File: src/logic/etc_pkg.sv
package etc_pkg;
  localparam int CNT_W = 44;
  localparam int ALM_W = 32;
  localparam int SUB_W = 12;
  localparam int PRE_DIV = 8;
  localparam int CLK_FREQ_HZ = 40_000_000;
  localparam longint REC_TIME_MS = 150;
  localparam longint REC_CYCLES = REC_TIME_MS * CLK_FREQ_HZ / 1000;
  localparam longint OSF_TIME_MS = 4;
  localparam longint OSF_CYCLES = OSF_TIME_MS * CLK_FREQ_HZ / 1000;
  localparam logic [3:0] ADR_SUB0 = 4'h0;
  localparam logic [3:0] ADR_SEC3 = 4'h5;
  localparam logic [3:0] ADR_ALM0 = 4'h6;
  localparam logic [3:0] ADR_ALM3 = 4'h9;
  localparam logic [3:0] ADR_CTLA = 4'hA;
  localparam logic [3:0] ADR_CTLB = 4'hB;
  localparam logic [3:0] ADR_STAT = 4'hC;
  localparam int CA_TE = 7;
  localparam int CA_OSCILLATOR_RUN_BIT = 6;
  localparam int CA_CCFG = 4;
  localparam int CA_EPOL = 3;
  localparam int CA_PIE = 1;
  localparam int CA_AIE = 0;
  localparam int CB_PRS = 4;
  localparam int ST_OSF = 7;
  localparam int ST_PF = 1;
  localparam int ST_ALARM_MATCH_FLAG = 0;
  localparam logic [7:0] CTLA_RST = 8'h40;
  localparam logic [7:0] CTLB_RST = 8'h00;
  typedef enum logic [1:0] {
    ETC_MODE_PRIMARY = 2'b00,
    ETC_MODE_BACKUP = 2'b01,
    ETC_MODE_EVENT = 2'b10,
    ETC_MODE_EVENT2 = 2'b11
  } etc_mode_t;
  typedef logic [5:0] etc_shift_t;
  localparam etc_shift_t PRS_SHIFT [15] = '{
    6'h00, 6'h03, 6'h06, 6'h09, 6'h0C, 6'h0D, 6'h0E, 6'h0F,
    6'h11, 6'h13, 6'h15, 6'h18, 6'h1B, 6'h1E, 6'h21
  };
endpackage

File: src/logic/etc_top.sv
`timescale 1ns/1ps
// Overview of operation
// - 44-bit up counter, one step per 244us of enabled time
// - Running count and host copy; update bit gates host copy refresh
// - Power-time mode counts while the configured supply is selected
// - Event mode counts while event gate input is active
// - Configuration picks high or low as active event gate level
// - In event mode, power fail ignores event gate and halts the counter
// - Alarm when 32-bit alarm value equals counter upper 32 bits
// - Selectable periodic interrupt from 244us up to about 24.27 days
// - Interrupt combines alarm and periodic sources, each maskable
// - Alarm and interrupt work on either supply
// - Interrupt pin active low, open drain, only pulls low
// - No valid read data until up to 150 ms recovery elapses
// - Oscillator run bit clear skips recovery, access at once
// - Select and output enable low at power-up still drive pins
// - Oscillator-stopped flag set after detection interval of stoppage
// - Chip select high: pins high impedance, other inputs ignored
// - Select and write enable low write addressed register
// - Read drives pins only while output enable low
// - Power fail forces deselect, no drive, no writes
// - Timebase from 32.768kHz crystal or external oscillator
// - Alarm match sets alarm flag; with enable pulls interrupt low
// - Periodic flag holds until written zero; counter undisturbed
// - Stop detection interval typically 4 ms
module etc_top #(
  parameter longint REC_CYCLES = etc_pkg::REC_CYCLES,
  parameter longint OSF_CYCLES = etc_pkg::OSF_CYCLES
) (
  input wire logic CORE_CLK,
  input wire logic RESET,
  input wire logic CE_N,
  input wire logic OE_N,
  input wire logic WE_N,
  input wire logic [3:0] REG_SEL,
  input wire logic [7:0] DATA_IN,
  output logic [7:0] DATA_OUT,
  output logic DATA_OE,
  output logic IRQ_N_OUT,
  output logic IRQ_N_OE,
  input wire logic EVENT_GATE_INPUT,
  input wire logic CRYSTAL_INPUT,
  input wire logic POWER_FAIL,
  input wire logic ON_BACKUP
);
  localparam int CW = etc_pkg::CNT_W;
  localparam int VW = CW + 4;

  logic [CW-1:0] count_ff;
  logic [CW-1:0] nxt_count;
  logic [CW-1:0] user_ff;
  logic [etc_pkg::ALM_W-1:0] alarm_ff;
  logic [7:0] ctrl_a_ff;
  logic [7:0] ctrl_b_ff;
  logic alarm_match_flag_ff;
  logic pf_ff;
  logic osf_ff;
  logic match_prev_ff;
  logic rec_busy_ff;
  logic [31:0] rec_cnt_ff;
  logic tick;
  logic stopped;
  logic wr_en;
  logic drive_en;
  logic cnt_en;
  logic step;
  logic match;
  logic pf_hit;
  logic [VW-1:0] view;
  logic [VW-1:0] wr_view;
  logic [VW-1:0] user_view;
  logic [7:0] rd_mux;
  logic [7:0] status;
  logic cnt_wr;
  logic stat_wr;
  logic [3:0] prs;
  logic [5:0] shift;
  logic [CW-1:0] pmask;
  etc_pkg::etc_mode_t mode;

  // Crystal or external oscillator on the same input
  etc_timebase #(
    .DIV(etc_pkg::PRE_DIV),
    .STOP_CYCLES(OSF_CYCLES)
  ) u_timebase (
    .clk(CORE_CLK),
    .rst(RESET),
    .xtal(CRYSTAL_INPUT),
    .run(ctrl_a_ff[etc_pkg::CA_OSCILLATOR_RUN_BIT]),
    .tick(tick),
    .stopped(stopped)
  );

  etc_host_port u_host_port (
    .ce_n(CE_N),
    .oe_n(OE_N),
    .we_n(WE_N),
    .pwr_fail(POWER_FAIL),
    .busy(rec_busy_ff),
    .wr_en(wr_en),
    .drive_en(drive_en)
  );

  assign mode = etc_pkg::etc_mode_t'(ctrl_a_ff[etc_pkg::CA_CCFG +: 2]);

  always_comb begin
    case (mode)
      etc_pkg::ETC_MODE_PRIMARY: cnt_en = ~ON_BACKUP;
      etc_pkg::ETC_MODE_BACKUP: cnt_en = ON_BACKUP;
      etc_pkg::ETC_MODE_EVENT,
      etc_pkg::ETC_MODE_EVENT2: cnt_en = ~POWER_FAIL &
        (EVENT_GATE_INPUT == ctrl_a_ff[etc_pkg::CA_EPOL]);
      default: cnt_en = 1'b0;
    endcase
  end

  assign step = tick & cnt_en;
  assign cnt_wr = wr_en & (REG_SEL <= etc_pkg::ADR_SEC3);
  assign stat_wr = wr_en & (REG_SEL == etc_pkg::ADR_STAT);

  // Count bytes: low nibble of byte 0 is not part of the count
  assign view = {count_ff, 4'h0};
  always_comb begin
    wr_view = view;
    wr_view[REG_SEL[2:0]*8 +: 8] = DATA_IN;
    nxt_count = count_ff;
    if (cnt_wr) begin
      nxt_count = wr_view[VW-1:4];
    end else if (step) begin
      nxt_count = count_ff + 44'h1;
    end
  end

  always_ff @(posedge CORE_CLK) begin
    if (RESET) begin
      count_ff <= '0;
    end else begin
      count_ff <= nxt_count;
    end
  end

  // Frozen host copy lets software read all bytes consistently
  always_ff @(posedge CORE_CLK) begin
    if (RESET) begin
      user_ff <= '0;
    end else if (cnt_wr || (step && ctrl_a_ff[etc_pkg::CA_TE])) begin
      user_ff <= nxt_count;
    end
  end

  always_ff @(posedge CORE_CLK) begin
    if (RESET) begin
      alarm_ff <= '0;
      ctrl_a_ff <= etc_pkg::CTLA_RST;
      ctrl_b_ff <= etc_pkg::CTLB_RST;
    end else if (wr_en) begin
      if (REG_SEL >= etc_pkg::ADR_ALM0 && REG_SEL <= etc_pkg::ADR_ALM3) begin
        alarm_ff[(REG_SEL - etc_pkg::ADR_ALM0)*8 +: 8] <= DATA_IN;
      end
      if (REG_SEL == etc_pkg::ADR_CTLA) begin
        ctrl_a_ff <= DATA_IN;
      end
      if (REG_SEL == etc_pkg::ADR_CTLB) begin
        ctrl_b_ff <= DATA_IN;
      end
    end
  end

  // Edge of match so a cleared flag is not set again at once
  assign match = count_ff[CW-1:etc_pkg::SUB_W] == alarm_ff;
  always_ff @(posedge CORE_CLK) begin
    if (RESET) begin
      match_prev_ff <= 1'b0;
    end else begin
      match_prev_ff <= match;
    end
  end

  assign prs = ctrl_b_ff[etc_pkg::CB_PRS +: 4];
  assign shift = (prs == 4'h0) ? 6'h00 : etc_pkg::PRS_SHIFT[prs - 4'h1];
  assign pmask = (44'h1 << shift) - 44'h1;
  // Count writes also move the periodic point
  assign pf_hit = (prs != 4'h0) && (cnt_wr || step) &&
    ((nxt_count & pmask) == '0);

  // Hardware set beats a host clear in the same cycle
  always_ff @(posedge CORE_CLK) begin
    if (RESET) begin
      alarm_match_flag_ff <= 1'b0;
      pf_ff <= 1'b0;
      osf_ff <= 1'b0;
    end else begin
      if (match && !match_prev_ff) begin
        alarm_match_flag_ff <= 1'b1;
      end else if (stat_wr && !DATA_IN[etc_pkg::ST_ALARM_MATCH_FLAG]) begin
        alarm_match_flag_ff <= 1'b0;
      end
      if (pf_hit) begin
        pf_ff <= 1'b1;
      end else if (stat_wr && !DATA_IN[etc_pkg::ST_PF]) begin
        pf_ff <= 1'b0;
      end
      if (stopped) begin
        osf_ff <= 1'b1;
      end else if (stat_wr && !DATA_IN[etc_pkg::ST_OSF]) begin
        osf_ff <= 1'b0;
      end
    end
  end

  // Recovery only when the oscillator is enabled
  always_ff @(posedge CORE_CLK) begin
    if (RESET) begin
      rec_busy_ff <= 1'b1;
      rec_cnt_ff <= '0;
    end else if (!ctrl_a_ff[etc_pkg::CA_OSCILLATOR_RUN_BIT]) begin
      rec_busy_ff <= 1'b0;
    end else if (rec_busy_ff) begin
      rec_cnt_ff <= rec_cnt_ff + 32'h1;
      if (rec_cnt_ff >= 32'(REC_CYCLES - 1)) begin
        rec_busy_ff <= 1'b0;
      end
    end
  end

  assign status = {osf_ff, 5'h00, pf_ff, alarm_match_flag_ff};
  // Host copy laid out like the count bytes
  assign user_view = {user_ff, 4'h0};
  always_comb begin
    rd_mux = 8'h00;
    if (REG_SEL <= etc_pkg::ADR_SEC3) begin
      rd_mux = user_view[REG_SEL[2:0]*8 +: 8];
    end else if (REG_SEL <= etc_pkg::ADR_ALM3) begin
      rd_mux = alarm_ff[(REG_SEL - etc_pkg::ADR_ALM0)*8 +: 8];
    end else if (REG_SEL == etc_pkg::ADR_CTLA) begin
      rd_mux = ctrl_a_ff;
    end else if (REG_SEL == etc_pkg::ADR_CTLB) begin
      rd_mux = ctrl_b_ff;
    end else if (REG_SEL == etc_pkg::ADR_STAT) begin
      rd_mux = status;
    end
  end

  always_ff @(posedge CORE_CLK) begin
    if (RESET) begin
      DATA_OUT <= 8'h00;
    end else begin
      DATA_OUT <= rec_busy_ff ? 8'h00 : rd_mux;
    end
  end

  assign DATA_OE = drive_en;
  // Only ever pulls low; pull-up makes the high level
  assign IRQ_N_OUT = 1'b0;
  assign IRQ_N_OE = (alarm_match_flag_ff & ctrl_a_ff[etc_pkg::CA_AIE]) |
    (pf_ff & ctrl_a_ff[etc_pkg::CA_PIE]);
endmodule

File: src/logic/etc_timebase.sv
`timescale 1ns/1ps
module etc_timebase #(
  parameter int DIV = 8,
  parameter longint STOP_CYCLES = 160000
) (
  input wire logic clk,
  input wire logic rst,
  input wire logic xtal,
  input wire logic run,
  output logic tick,
  output logic stopped
);
  localparam int PW = $clog2(DIV);
  logic xtal_d_ff;
  logic [PW-1:0] pre_ff;
  logic [31:0] idle_ff;
  logic rise;

  assign rise = xtal & ~xtal_d_ff & run;

  always_ff @(posedge clk) begin
    if (rst) begin
      xtal_d_ff <= 1'b0;
    end else begin
      xtal_d_ff <= xtal;
    end
  end

  // One count step per DIV source edges
  always_ff @(posedge clk) begin
    if (rst) begin
      pre_ff <= '0;
      tick <= 1'b0;
    end else begin
      tick <= 1'b0;
      if (rise) begin
        pre_ff <= pre_ff + 1'b1;
        if (pre_ff == PW'(DIV - 1)) begin
          tick <= 1'b1;
          pre_ff <= '0;
        end
      end
    end
  end

  // Counter saturates so a dead source keeps the flag up
  always_ff @(posedge clk) begin
    if (rst) begin
      idle_ff <= '0;
      stopped <= 1'b0;
    end else if (rise) begin
      idle_ff <= '0;
      stopped <= 1'b0;
    end else if (idle_ff >= 32'(STOP_CYCLES - 1)) begin
      stopped <= 1'b1;
    end else begin
      idle_ff <= idle_ff + 32'h1;
    end
  end
endmodule

File: src/logic/etc_host_port.sv
`timescale 1ns/1ps
module etc_host_port (
  input wire logic ce_n,
  input wire logic oe_n,
  input wire logic we_n,
  input wire logic pwr_fail,
  input wire logic busy,
  output logic wr_en,
  output logic drive_en
);
  logic sel;

  // Power fail overrides every bus pin
  assign sel = ~ce_n & ~pwr_fail;
  // Write is independent of output enable
  assign wr_en = sel & ~we_n & ~busy;
  // Pins still drive during recovery; data there is meaningless
  assign drive_en = sel & we_n & ~oe_n;
endmodule

File: config.mk
export PLATFORM = sky130hd
export DESIGN_NAME = etc_top
export DESIGN_NICKNAME = d
export VERILOG_FILES = /design/src/logic/etc_pkg.sv /design/src/logic/etc_top.sv /design/src/logic/etc_timebase.sv /design/src/logic/etc_host_port.sv
export SDC_FILE = /design/constraint.sdc
export NUM_CORES = 1
export LEC_CHECK = 0
export BUFFER_PORTS_ARGS = -buffer_cell sky130_fd_sc_hd__buf_2
export CORE_ASPECT_RATIO = 0.8
export CORE_MARGIN = 2
export CORE_UTILIZATION = 45
export CTS_CLUSTER_SIZE = 25
export DETAILED_ROUTE_END_ITERATION = 8
export GPL_ROUTABILITY_DRIVEN = 0
export SETUP_SLACK_MARGIN = 0.1
export SLEW_MARGIN = 10
export SYNTH_ARGS = -nofsm -noshare
export SYNTH_HDL_FRONTEND = slang
export SYNTH_SLANG_ARGS = --single-unit
File: constraint.sdc
create_clock -name CORE_CLK -period 6.2 [get_ports CORE_CLK]
set_input_delay 0.62 -clock CORE_CLK [delete_from_list [all_inputs] [get_ports CORE_CLK]]
set_output_delay 0.62 -clock CORE_CLK [all_outputs]
set_load 0.01 [all_outputs]
# Word level (Yosys, flattened, before mapping)
# Memories as Yosys holds them, arrays and structs flattened.
# Cells that the tools add are included.
# totals
latchBits	0
elab_cells	126
romBits	96
output_inout_bits	11
ff_bits	219
mem_bits_rw	0
mem_count	1
# mem_list
memory	words	word_bits	read_ports	rd_clocked_by_memory_dff	write_ports	line_no	text
(name not given)	16	6	1	0	0	etc_top.sv:180	assign shift = (prs == 4'h0) ? 6'h00 : etc_pkg::PRS_SHIFT[prs - 4'h1];
# op_classes
mul	0
n_lt_le_gt_ge	6
bitwise	24
div	0
muxes	24
n_shift	7
n_addsub	9
reduce_logical	29
n_eq_ne	9
# op_table
operator	count
$mux W44	2
$add A32 B1 Y32 const B	2
$bwmux W48	1
$shift A8 B34 Y48 const A	1
$shiftx A48 B7 Y8	1
$shiftx A8 B34 Y48	1
$add A44 B1 Y44 const B	1
$and A44 B44 Y44	1
$logic_not A44 Y1	1
$shl A1 B6 Y44 const A	1
$sub A44 B1 Y44 const B	1
$mux W8	5
$neg A32 Y34	1
$neg A6 Y34	1
$shift A8 B34 Y32 const A	1
$shiftx A8 B34 Y32	1
$shiftx A32 B33 Y8	1
$bwmux W32	1
$eq A32 B32 Y1	1
$ge A32 B18 Y1 const B	1
$ge A32 B23 Y1 const B	1
$mux W6	3
$and A1 B1 Y1	13
$eq A4 B4 Y1 const B	3
other kinds (26)	62

# Longest topological paths before layout
# Gate-level depths: netlist of run 1.
# logic_depth
depth_word	12
mapped_depth	21
ltp_nobuf	18

# Cells and area by module
# A second synthesis of run 1 with hierarchy kept.
# unflattened
cells_unflattened	1565
hier_area_um2	12396.9
# modules_own_cells
module	seq_area_each_um2	n_inst	cells_each	area_per_inst_um2
etc_top	3623.5	1	1400	10812.9
etc_timebase	760.7	1	163	1556.5
etc_host_port	0.0	1	2	27.5

# Worst setup path after synthesis of run 1
# Ideal clock, no wire load.
# synth_path
kind	input port to flip-flop
startpoint	input port REG_SEL[0]
endpoint	register alarm_ff[10] (netlist name)
path_slack_ps	1494
t_arrival_ps	4579
cell_stages	15
path_buffers	5
cell_sequence	clkbuf_1 buf_1 inv_1 ha_1 clkbuf_1 buf_1 clkbuf_1 nand3_1 ha_1 nor4bb_1 nand4_1 or3_1 nor3_1 mux2i_1 nor2_1
# synth_via
elab_chain_cells	4
# synth_lines
item	line_no	text
start, declared	etc_top.sv:35	input wire logic [3:0] REG_SEL,
$sub A4 B3 Y5	etc_top.sv:158	alarm_ff[(REG_SEL - etc_pkg::ADR_ALM0)*8 +: 8] <= DATA_IN;
$neg A32 Y34	etc_top.sv:158	
$shiftx A8 B34 Y32 or $shift A8 B34 Y32 (tied branches)	etc_top.sv:158	
$bwmux W32	etc_top.sv:158	
end signal, assigned	etc_top.sv:153	alarm_ff <= '0;
end signal, assigned by index	etc_top.sv:158	
end, declared	etc_top.sv:52	logic [etc_pkg::ALM_W-1:0] alarm_ff;
# Several ways; a longest one is shown, not always the timed one.
# A chain may end at the register's enable or synchronous reset.

# Worst setup path after layout of run 1
# layout_path
startpoint	register ctrl_b_ff[4]
endpoint	register pf_ff
# layout_via
elab_chain_cells	12
# layout_lines
item	line_no	text
start, declared	etc_top.sv:54	logic [7:0] ctrl_b_ff;
start signal, assigned	etc_top.sv:155	ctrl_b_ff <= etc_pkg::CTLB_RST;
$sub A4 B1 Y4	etc_top.sv:180	
$not A4 Y5 (not written as such)	etc_top.sv:180	
$mem_v2 Z16 W6	n/a	
$mux W6 (not written as such) (2 in series)	etc_top.sv:180	
$mux W6	etc_top.sv:180	
$shl A1 B6 Y44	etc_top.sv:181	assign pmask = (44'h1 << shift) - 44'h1;
$sub A44 B1 Y44	etc_top.sv:181	
$and A44 B44 Y44	etc_top.sv:184	((nxt_count & pmask) == '0);
$logic_not A44 Y1	etc_top.sv:184	
$logic_and A1 B1 Y1 (*)	etc_top.sv:183	assign pf_hit = (prs != 4'h0) && (cnt_wr || step) &&
$mux W1 or $reduce_bool A2 Y1 (tied branches)	n/a	
end signal, assigned	etc_top.sv:190	pf_ff <= 1'b0;
end signal, assigned	etc_top.sv:199	pf_ff <= 1'b1;
end signal, assigned	etc_top.sv:201	pf_ff <= 1'b0;
end, declared	etc_top.sv:56	logic pf_ff;
# Mark *: on every way between the ends. The rest lies on a longest branch, timed or not. The select of a mux whose other input is x is not followed.

==> metrics, run 1 <==
Mapped Cells 1567; max cap viols 0; FILL cells 2621; chip height 152.6 µm; initial DRC count 1373; Post-CTS Setup Bufs 0; RSZ-0062 raised after global routing false; post-route clock skew 8.806 ps; Pwr Density 219.5 nW/µm²; fin crit period 5071 ps; Synth top area share 35.30%; final setup vio count 0; Seq/Total Area, Yosys 35.30%; register clock-pin slew on the reported worst setup and hold paths 60 ps; post-synthesis cell area 12420 µm²; Area contributors post-synth dfxtp_1, nor2_1, a21oi_1; Multi-input gate area 7577 µm²; CTS tree done; post-synthesis mux area share 5.732%; Layout Nets 1603; largest net degree at the start of global routing 67; DR DRC count 0; IO Port Bufs 30; period utilisation layout 81.80%; Power, Total 2.996 mW; Setup crit end kind register; Total Neg Setup Slack 0 ps; number of global-route vias before repair 10960; Reg area 4384 µm²; clock sinks 219; clk_lat worst skew 530 ps; first-pass GRT wire length 64.31 mm; Synth Area per Inst 7.926 µm²; Final Hold Fails 0; first-pass iteration count of the detailed router 5; EDFF count, synth 0; CTS root buffer clkbuf_16; routed len/inst 21.56 µm; initial antenna violation count 0; Static Leakage 5.019 nW; cell taking the most area after synthesis dfxtp_1; fin cells 1934; CP Class register to register; CTS Hold Bufs 0; die width 189.7 µm; Synthesis Warnings 0; post_cts resized 0; vias post-DR 12020; Worst Path Required 6630 ps; DP HPWL 30.39 mm; initial core utilization 45.62%; Synth-to-Final Area Change 9.892%; Slew headroom 16.90%; post-synth cell types 87; outcome complete, no violations; CP arrival 5510 ps; post-synthesis xor/xnor area fraction 5.359%; post-synthesis simple-gate area fraction 28.50%; Slew Viols, Final 0; I/O Pins 32; Ant. Diodes 0; cts bufs inserted 24; final WL 41.70 mm; Top FF cell, synth dfxtp_1; H-tree levels 1; vias per cell 6.217; post-layout util 50.13%; GRT Total Usage 28.24%; Peak VDD IR 0.1998 mV; flops & latches, synth 219; Post-Synth Adder-Cell Area 2.921%; crit path launch type register; clk buf depth 3; hold crit path type primary input to register; share of layout cells above drive strength 1 8.471%; maximum clock frequency 0.1972 GHz; Inst Count DP 1891; Core Area 27230 µm²; grt total ovfl 0; Hold Slack 396.8 ps; Crit Path Max Fanout 13; antenna-violating nets left 0; die area 28950 µm²; post-synthesis compound-gate area fraction 18.22%; FFs w/ async S/R, synth 0%; Syn Nets 1617; num rows 54; Worst Tran Pin Value 1235 ps; main combinational cell family by area after synthesis simple AND/OR/NAND/NOR gates
==> cell usage in the layout (no fill, tap or decap), types with 10 or more instances in the layout <==
cell       netlist  layout
inv_1           22      22
or3_1           20      20
a21oi_1        117     116
buf_4            2      28
ha_1            29      29
nand2b_1        18      18
clkbuf_16        0      24
and2_1          27      27
nor3_1          30      29
o22ai_1         12      12
nand2_1        138     138
nor2b_1         17      17
mux2i_1         43      43
nor4_1          25      25
and4_1          10      10
dfxtp_1        219     219
mux4_2          12      12
nand3_1         82      82
nand4_1         32      32
xnor2_1         18      18
xor2_1          58      58
a211oi_1        40      40
o21ai_0         59      59
nor2_1         237     237
and3_1          31      31
buf_2            4      29
==> per-layer routing <==
metal  GRT usage [%]  vias up  routed length (µm)
li1                -     5627                   -
met3           8.844      101                5407
met1           41.22     5614               18520
met5               0        -                   0
met2           39.35      681               16390
met4           8.601        0                1386
==> cells by family after synthesis <==
kind of cell | count (synthesis)
and+or+nand+nor | 719
AOI/OAI and AO/OA | 346
DFF | 219
buffers and inverters | 121
xor gates and xnor gates | 76
muxes | 56
adders and majority gates | 29
other | 1
==> worst max-delay path, stage by stage (launching register included) <==
cell	delay (ps)
dfxtp_1	580
inv_1	170
ha_1	300
inv_1	70
ha_1	330
nand2b_1	140
o21ba_2	170
nor2_1	510
nor3_1	170
nand3_1	140
ha_1	240
o41a_1	220
a21boi_1	280
o31ai_1	210
nor2_2	370
mux2i_1	240
o22ai_1	90
or4_1	470
o31ai_1	260
==> power by group <==
| part | internal [mW] | switching [mW] |
|---|---|---|
| registers | 1.41 | 0.00394 |
| logic | 0.0399 | 0.114 |
| clock network | 0.832 | 0.594 |
| total | 2.28 | 0.712 |
==> cells in the mapped netlist (27+ instances only) <==
cell type,instances
nand4_1,32
nor2_1,237
clkbuf_1,82
a211oi_1,40
a21oi_1,117
and2_1,27
ha_1,29
xor2_1,58
o21ai_0,59
and3_1,31
nor3_1,30
dfxtp_1,219
nand2_1,138
mux2i_1,43
nand3_1,82
==> sequential cells by signal, indices dropped and copies added (netlist names) <==
register	flops
DATA_OUT	8
alarm_ff	32
alarm_match_flag_ff	1
count_ff	44
ctrl_a_ff	8
ctrl_b_ff	8
match_prev_ff	1
osf_ff	1
pf_ff	1
rec_busy_ff	1
rec_cnt_ff	32
u_timebase.idle_ff	32
u_timebase.pre_ff	3
u_timebase.stopped	1
u_timebase.tick	1
u_timebase.xtal_d_ff	1
user_ff	44
==> worst paths after layout <==
| check | start | endpoint | slack, ps | depth (start not counted) |
|---|---|---|---|---|
| min reg2reg | match_prev_ff | alarm_match_flag_ff | 430 | 1 |
| max | ctrl_b_ff[4] | pf_ff | 1130 | 18 |
| max reg2reg | ctrl_b_ff[4] | pf_ff | 1130 | 18 |
| min | CRYSTAL_INPUT | u_timebase.pre_ff[2] | 400 | 3 |
==> through the flow <==
step | instance area, µm² | worst slack, ps
detailed placement | 12870 | 1336
global placement | 12870 | 1501
CTS | 13650 | 1290
floorplan | 12420 | 1494
finish | 13650 | 1129
global route | 13650 | 754.8
==> final cells by class <==
cell class                      instances  area share (%)
Timing Repair Buffer                   58           2.686
Clock inverter                         11          0.8708
Inverter                               23          0.6325
Clock buffer                           32           4.840
Multi-Input combinational cell       1227           55.51
Sequential cell                       219           32.12
Tap cell                              364           3.337
Power figures use the tool's default switching activity.
==> run 2, diff against run 1 <==
==> constraint.sdc (replaced) <==
create_clock -name CORE_CLK -period 4.39 [get_ports CORE_CLK]
set_input_delay 0.439 -clock CORE_CLK [delete_from_list [all_inputs] [get_ports CORE_CLK]]
set_output_delay 0.439 -clock CORE_CLK [all_outputs]
set_load 0.01 [all_outputs]
==> run 2 against run 1 <==
  * Core utilization increased by 1.5 points
  * Clock power increased by 45%
  * First-iteration DRC count increased by 7.3%
  * Largest cell class unchanged
  * Highest routed layer unchanged
==> metrics, run 2 (synthesized netlist as in run 1, its figures left out) <==
largest net degree at the start of global routing 90; largest registers count_ff x44, user_ff x44; CP startpoint ctrl_b_ff[5]; max cap viols 0; Multi-input gate area 7657 µm²; first-pass GRT wire length 66.41 mm; met3 Usage GRT 7.462%; vias per cell 6.169; r2r startpoint ctrl_b_ff[5]; outcome complete, no violations; r2r setup slk 370 ps; GRT Total Usage 29.30%; final setup vio count 0; Worst Tran Pin Value 1163 ps; period utilisation layout 91.60%; Logic pwr share 5.3%; number of global-route vias before repair 11130; H-tree levels 1; Reg power frac 46.4%; num rows 54; Total Neg Setup Slack 0 ps; CP arrival 4490 ps; Int Power 3.303 mW; initial DRC count 1473; RSZ-0062 raised after global routing false; clk buf depth 3; hold_sp CRYSTAL_INPUT; Worst Path Required 4850 ps; worst-case reg-to-reg path depth 18; DP HPWL 31.34 mm; Peak VDD IR 0.2651 mV; I/O Pins 32; chip height 152.6 µm; die width 189.7 µm; CP Capture Point pf_ff; Clock power frac 48.3%; Setup crit end kind register; grt met2 use 39.73%; Synth-to-Final Area Change 13.23%; final WL 42.69 mm; CP Class register to register; Ant. Diodes 0; die area 28950 µm²; register clock-pin slew on the reported worst setup and hold paths 70 ps; commonest non-fill, non-tap cells in the layout nor2_1, dfxtp_1, nand2_1; net switching power 1.005 mW; fin crit period 4021 ps; clock sinks 219; routed len/inst 21.62 µm; clk_lat worst skew 540 ps; initial antenna violation count 0; initial core utilization 45.62%; CTS tree done; cts bufs inserted 24; FILL cells 2618; most used routing layer met1; CTS root buffer clkbuf_16; antenna-violating nets left 0; vias post-DR 12180; maximum clock frequency 0.2487 GHz; Core Area 27230 µm²; Final Hold Fails 0; most common cell after layout, fill and taps aside nor2_1; met1 usage 44.77%; fin area 14060 µm²; crit path launch type register; first-pass iteration count of the detailed router 5; DR DRC count 0; reg2reg end pf_ff; Slew headroom 22.28%; Switching Share 23.34%; placed inst area 13180 µm²; hold crit path type primary input to register; IO Port Bufs 30; share of layout cells above drive strength 1 11.24%; Layout Nets 1644; post-route clock skew 19.28 ps; Crit Path Max Fanout 4; Pwr Density 306.3 nW/µm²; Static Leakage 5.237 nW; grt total ovfl 0; Reg area 4384 µm²; Slew Viols, Final 0
[run 2: changes by cell type in the layout (fill, tap and decap cells not counted), sizes merged]
| cell | change |
|---|---|
| buf | +41 |
| bufinv | +1 |
| clkbuf | +3 |
| clkinv | -4 |
| clkinvlp | -1 |
| inv | +1 |
[run 2: power by group through the flow]
stage / sequential (mW) / combinational [mW] / clock (mW)
floorplan: 2.04 / 0.142 / 0
global placement: 2.04 / 0.221 / 0
detailed placement: 2.04 / 0.223 / 0
CTS: 2.00 / 0.224 / 2.11
global route: 2.00 / 0.245 / 2.20
finish: 2.00 / 0.229 / 2.08
[run 2: per-stage QoR]
stage / utilization (%) / total power, mW / setup slack [ps] / std cells / hold WS, ps
after floorplan: - / 2.185 / -71.97 / 1567 / 396.7
after global placement: 48.39 / 2.265 / 111.7 / 1931 / 429.0
after detailed placement: 48.39 / 2.266 / 26.48 / 1931 / 420.9
after CTS: 51.36 / 4.337 / 114.7 / 1974 / 193.5
after global routing: 51.65 / 4.442 / 131.0 / 1975 / 213.0
final: 51.65 / 4.308 / 368.8 / 1975 / 208.7
[run 2: repair_timing]
item,CTS,global route
endpoints found under the setup margin,1,1
buffers inserted,0,1
hold buffers,0,0
pin swaps,0,4
resized for setup,1,12
cloned,0,0
[run 2: worst max-delay path: stages (launching register included)]
cell      delay, ps
dfxtp_1         310
inv_1           120
ha_4            150
inv_1            60
ha_4            300
mux2i_4         240
nor3_1          100
o31ai_2         370
nand2_1         140
or3_1           390
ha_2            220
o41a_1          160
a21boi_4        180
o31ai_4         120
nor3_1          110
xnor2_1         160
o21ai_0          80
or4_1           550
o31ai_2         230
[run 2: worst min path at each step]
| stage | endpoint | slack (ps) | cells after the start |
|---|---|---|---|
| after floorplan | alarm_match_flag_ff | 400 | 1 |
| after global placement | alarm_match_flag_ff | 430 | 1 |
| after detailed placement | alarm_match_flag_ff | 420 | 1 |
| after CTS | u_timebase.pre_ff[2] | 190 | 3 |
| after global routing | u_timebase.xtal_d_ff | 210 | 2 |
| final | u_timebase.pre_ff[2] | 210 | 3 |
[run 2: metal layers]
metal	vias to the layer above	wire, µm
li1	5703	-
met1	5740	19360
met2	638	16710
met3	103	5089
met4	0	1533
met5	-	0
[run 2: final cells by class]
| type | count | area share [%] |
|---|---|---|
| Inverter | 23 | 0.6139 |
| Tap cell | 364 | 3.238 |
| Sequential cell | 219 | 31.17 |
| Timing Repair Buffer | 99 | 4.795 |
| Multi-Input combinational cell | 1227 | 54.45 |
| Clock inverter | 8 | 0.9520 |
| Clock buffer | 35 | 4.778 |
==> run 3, diff against run 2 <==
--- a/config.mk
+++ b/config.mk
@@ -6,12 +6,14 @@
 export NUM_CORES = 1
 export LEC_CHECK = 0
 export BUFFER_PORTS_ARGS = -buffer_cell sky130_fd_sc_hd__buf_2
-export CORE_ASPECT_RATIO = 0.8
+export CELL_PAD_IN_SITES_DETAIL_PLACEMENT = 1
+export CELL_PAD_IN_SITES_GLOBAL_PLACEMENT = 1
 export CORE_MARGIN = 2
-export CORE_UTILIZATION = 45
+export CORE_UTILIZATION = 43
 export CTS_CLUSTER_SIZE = 25
 export DETAILED_ROUTE_END_ITERATION = 8
 export GPL_ROUTABILITY_DRIVEN = 0
+export PLACE_DENSITY_LB_ADDON = 0.1
 export SETUP_SLACK_MARGIN = 0.1
 export SLEW_MARGIN = 10
 export SYNTH_ARGS = -nofsm -noshare
==> run 3 against run 2 <==
  * Core utilization down 2.2 points
  * Hold slack worse by 5.8 ps
  * Final cell count up 1.1%
  * Register-to-register slack worse by 30 ps
  * Maximum frequency down 0.70%
  * Via count up 0.71%
  * Design area up 0.40%
  * Clock-buffer cell count down 1
  * Sequential power about the same
  * Sequential cell count unchanged
  * Clock skew down 5.9 ps
  * Die area up 4.5%
  * Critical endpoint unchanged
==> metrics, run 3 (synthesized netlist as in run 1, its figures left out) <==
num rows 62; die width 174.0 µm; GRT Total Usage 30.49%; I/O Pins 32; Static Leakage 5.256 nW; antenna-violating nets left 0; CP Class register to register; post-route clock skew 13.40 ps; chip height 174.0 µm; Total Neg Setup Slack 0 ps; placed inst area 13160 µm²; CP arrival 4520 ps; register clock-pin slew on the reported worst setup and hold paths 70 ps; initial core utilization 43.51%; final setup vio count 0; Core Area 28550 µm²; cts bufs inserted 26; share of layout cells above drive strength 1 11.48%; vias per cell 6.147; maximum clock frequency 0.2470 GHz; clk_lat worst skew 550 ps; Layout Nets 1642; RSZ-0062 raised after global routing false; Peak VDD IR 0.2843 mV; period utilisation layout 92.24%; outcome complete, no violations; Setup crit end kind register; clk buf depth 3; fin area 14120 µm²; Worst Tran Pin Value 1101 ps; routed len/inst 23.45 µm; Slew Viols, Final 0; Worst Path Required 4860 ps; hold crit path type primary input to register; CTS tree done; first-pass iteration count of the detailed router 5; CP bufs+invs 2; r2r startpoint ctrl_b_ff[4]; commonest non-fill, non-tap cells in the layout nor2_1, dfxtp_1, nand2_1; CTS root buffer clkbuf_16; grt total ovfl 0; initial DRC count 1145; crit path launch type register; Crit Path Max Fanout 5; most common cell after layout, fill and taps aside nor2_1; Slew headroom 26.44%; CP top delay family simple AND/OR/NAND/NOR gates; crit path cell chain inv_1, ha_1, inv_1, ha_4, mux2i_1, a21boi_0, or3_1, nor3_1, nand3_1, ha_2, o41a_1, a21boi_4, o31ai_4, nor3_1, a21oi_1, o2111ai_1, or4_1, o31ai_2; CTS Hold Bufs 0; IO Port Bufs 30; vias post-DR 12270; number of global-route vias before repair 12030; Pwr Density 313.6 nW/µm²; Hold Slack 203.0 ps; clock sinks 219; CP startpoint ctrl_b_ff[4]; largest net degree at the start of global routing 67; CP max stage cell or4_1; DP HPWL 34.70 mm; Synth-to-Final Area Change 13.68%; post-layout util 49.46%; fin crit period 4049 ps; slowest stage delay, CP 540 ps; max cap viols 0; first-pass GRT wire length 72.35 mm; Final Hold Fails 0; initial antenna violation count 1; die area 30260 µm²; hold_sp CRYSTAL_INPUT; largest registers count_ff x44, user_ff x44; final WL 46.81 mm; H-tree levels 1; DR DRC count 0
==> run 3: changes by cell type in the layout (fill, tap and decap cells not counted), moves of 3 or more <==
cell	change
clkbuf_16	+3
buf_4	-5
clkbuf_8	+3
clkinvlp_4	+3
clkbuf_1	-7
clkinv_2	+5
==> run 3: what timing repair did <==
action / in CTS / in global routing
pin swaps: 1 / 2
resized for setup: 1 / 10
endpoints found under the setup margin: 1 / 1
setup buffers: 2 / 2
==> run 3: through the flow <==
stage / total power [mW] / worst slack, ps / std cells
after floorplan: 2.185 / -71.97 / 1567
after global placement: 2.270 / 187.1 / 1944
after detailed placement: 2.272 / -24.79 / 1944
after CTS: 4.456 / 175.1 / 1993
after global routing: 4.564 / 104.7 / 1996
final: 4.428 / 340.6 / 1996
==> run 3: final timing paths <==
path	slack, ps	to	cells after the start
hold reg to reg	440	alarm_match_flag_ff	1
setup / recovery	340	pf_ff	18
hold / removal	200	u_timebase.pre_ff[1]	3
setup reg to reg	340	pf_ff	18
==> run 3: cell type report <==
type / instances / area, µm²
inverters: 23 / 86.33
clock inverters: 13 / 107.6
multi-input cells: 1227 / 7640
flip-flops and latches: 219 / 4384
clock buffers: 34 / 762.0
fillers: 3550 / 14430
well taps: 384 / 480.5
diodes: 1 / 2.502
repair buffers: 95 / 656.9
==> run 3: metal layers <==
| layer | share of wire, % | GRT usage, % |
|---|---|---|
| met1 | 44 | 41.88 |
| met2 | 45 | 48.56 |
| met3 | 5.8 | 3.609 |
| met4 | 4.8 | 12.99 |
| met5 | 0 | 0 |
==> run 3: worst register-to-register path, cell delays in order (launching register included) <==
cell	delay, ps
dfxtp_1	310
inv_1	110
ha_1	180
inv_1	70
ha_4	310
mux2i_1	240
a21boi_0	140
or3_1	360
nor3_1	300
nand3_1	140
ha_2	230
o41a_1	160
a21boi_4	180
o31ai_4	110
nor3_1	90
a21oi_1	130
o2111ai_1	140
or4_1	540
o31ai_2	240
==> run 3: report_power, final <==
part / switching [mW] / internal (mW) / total (mW)
combinational: 0.169 / 0.0655 / 0.235
sequential: 0.00575 / 1.99 / 2.00
clock: 0.912 / 1.28 / 2.19
total: 1.09 / 3.34 / 4.43
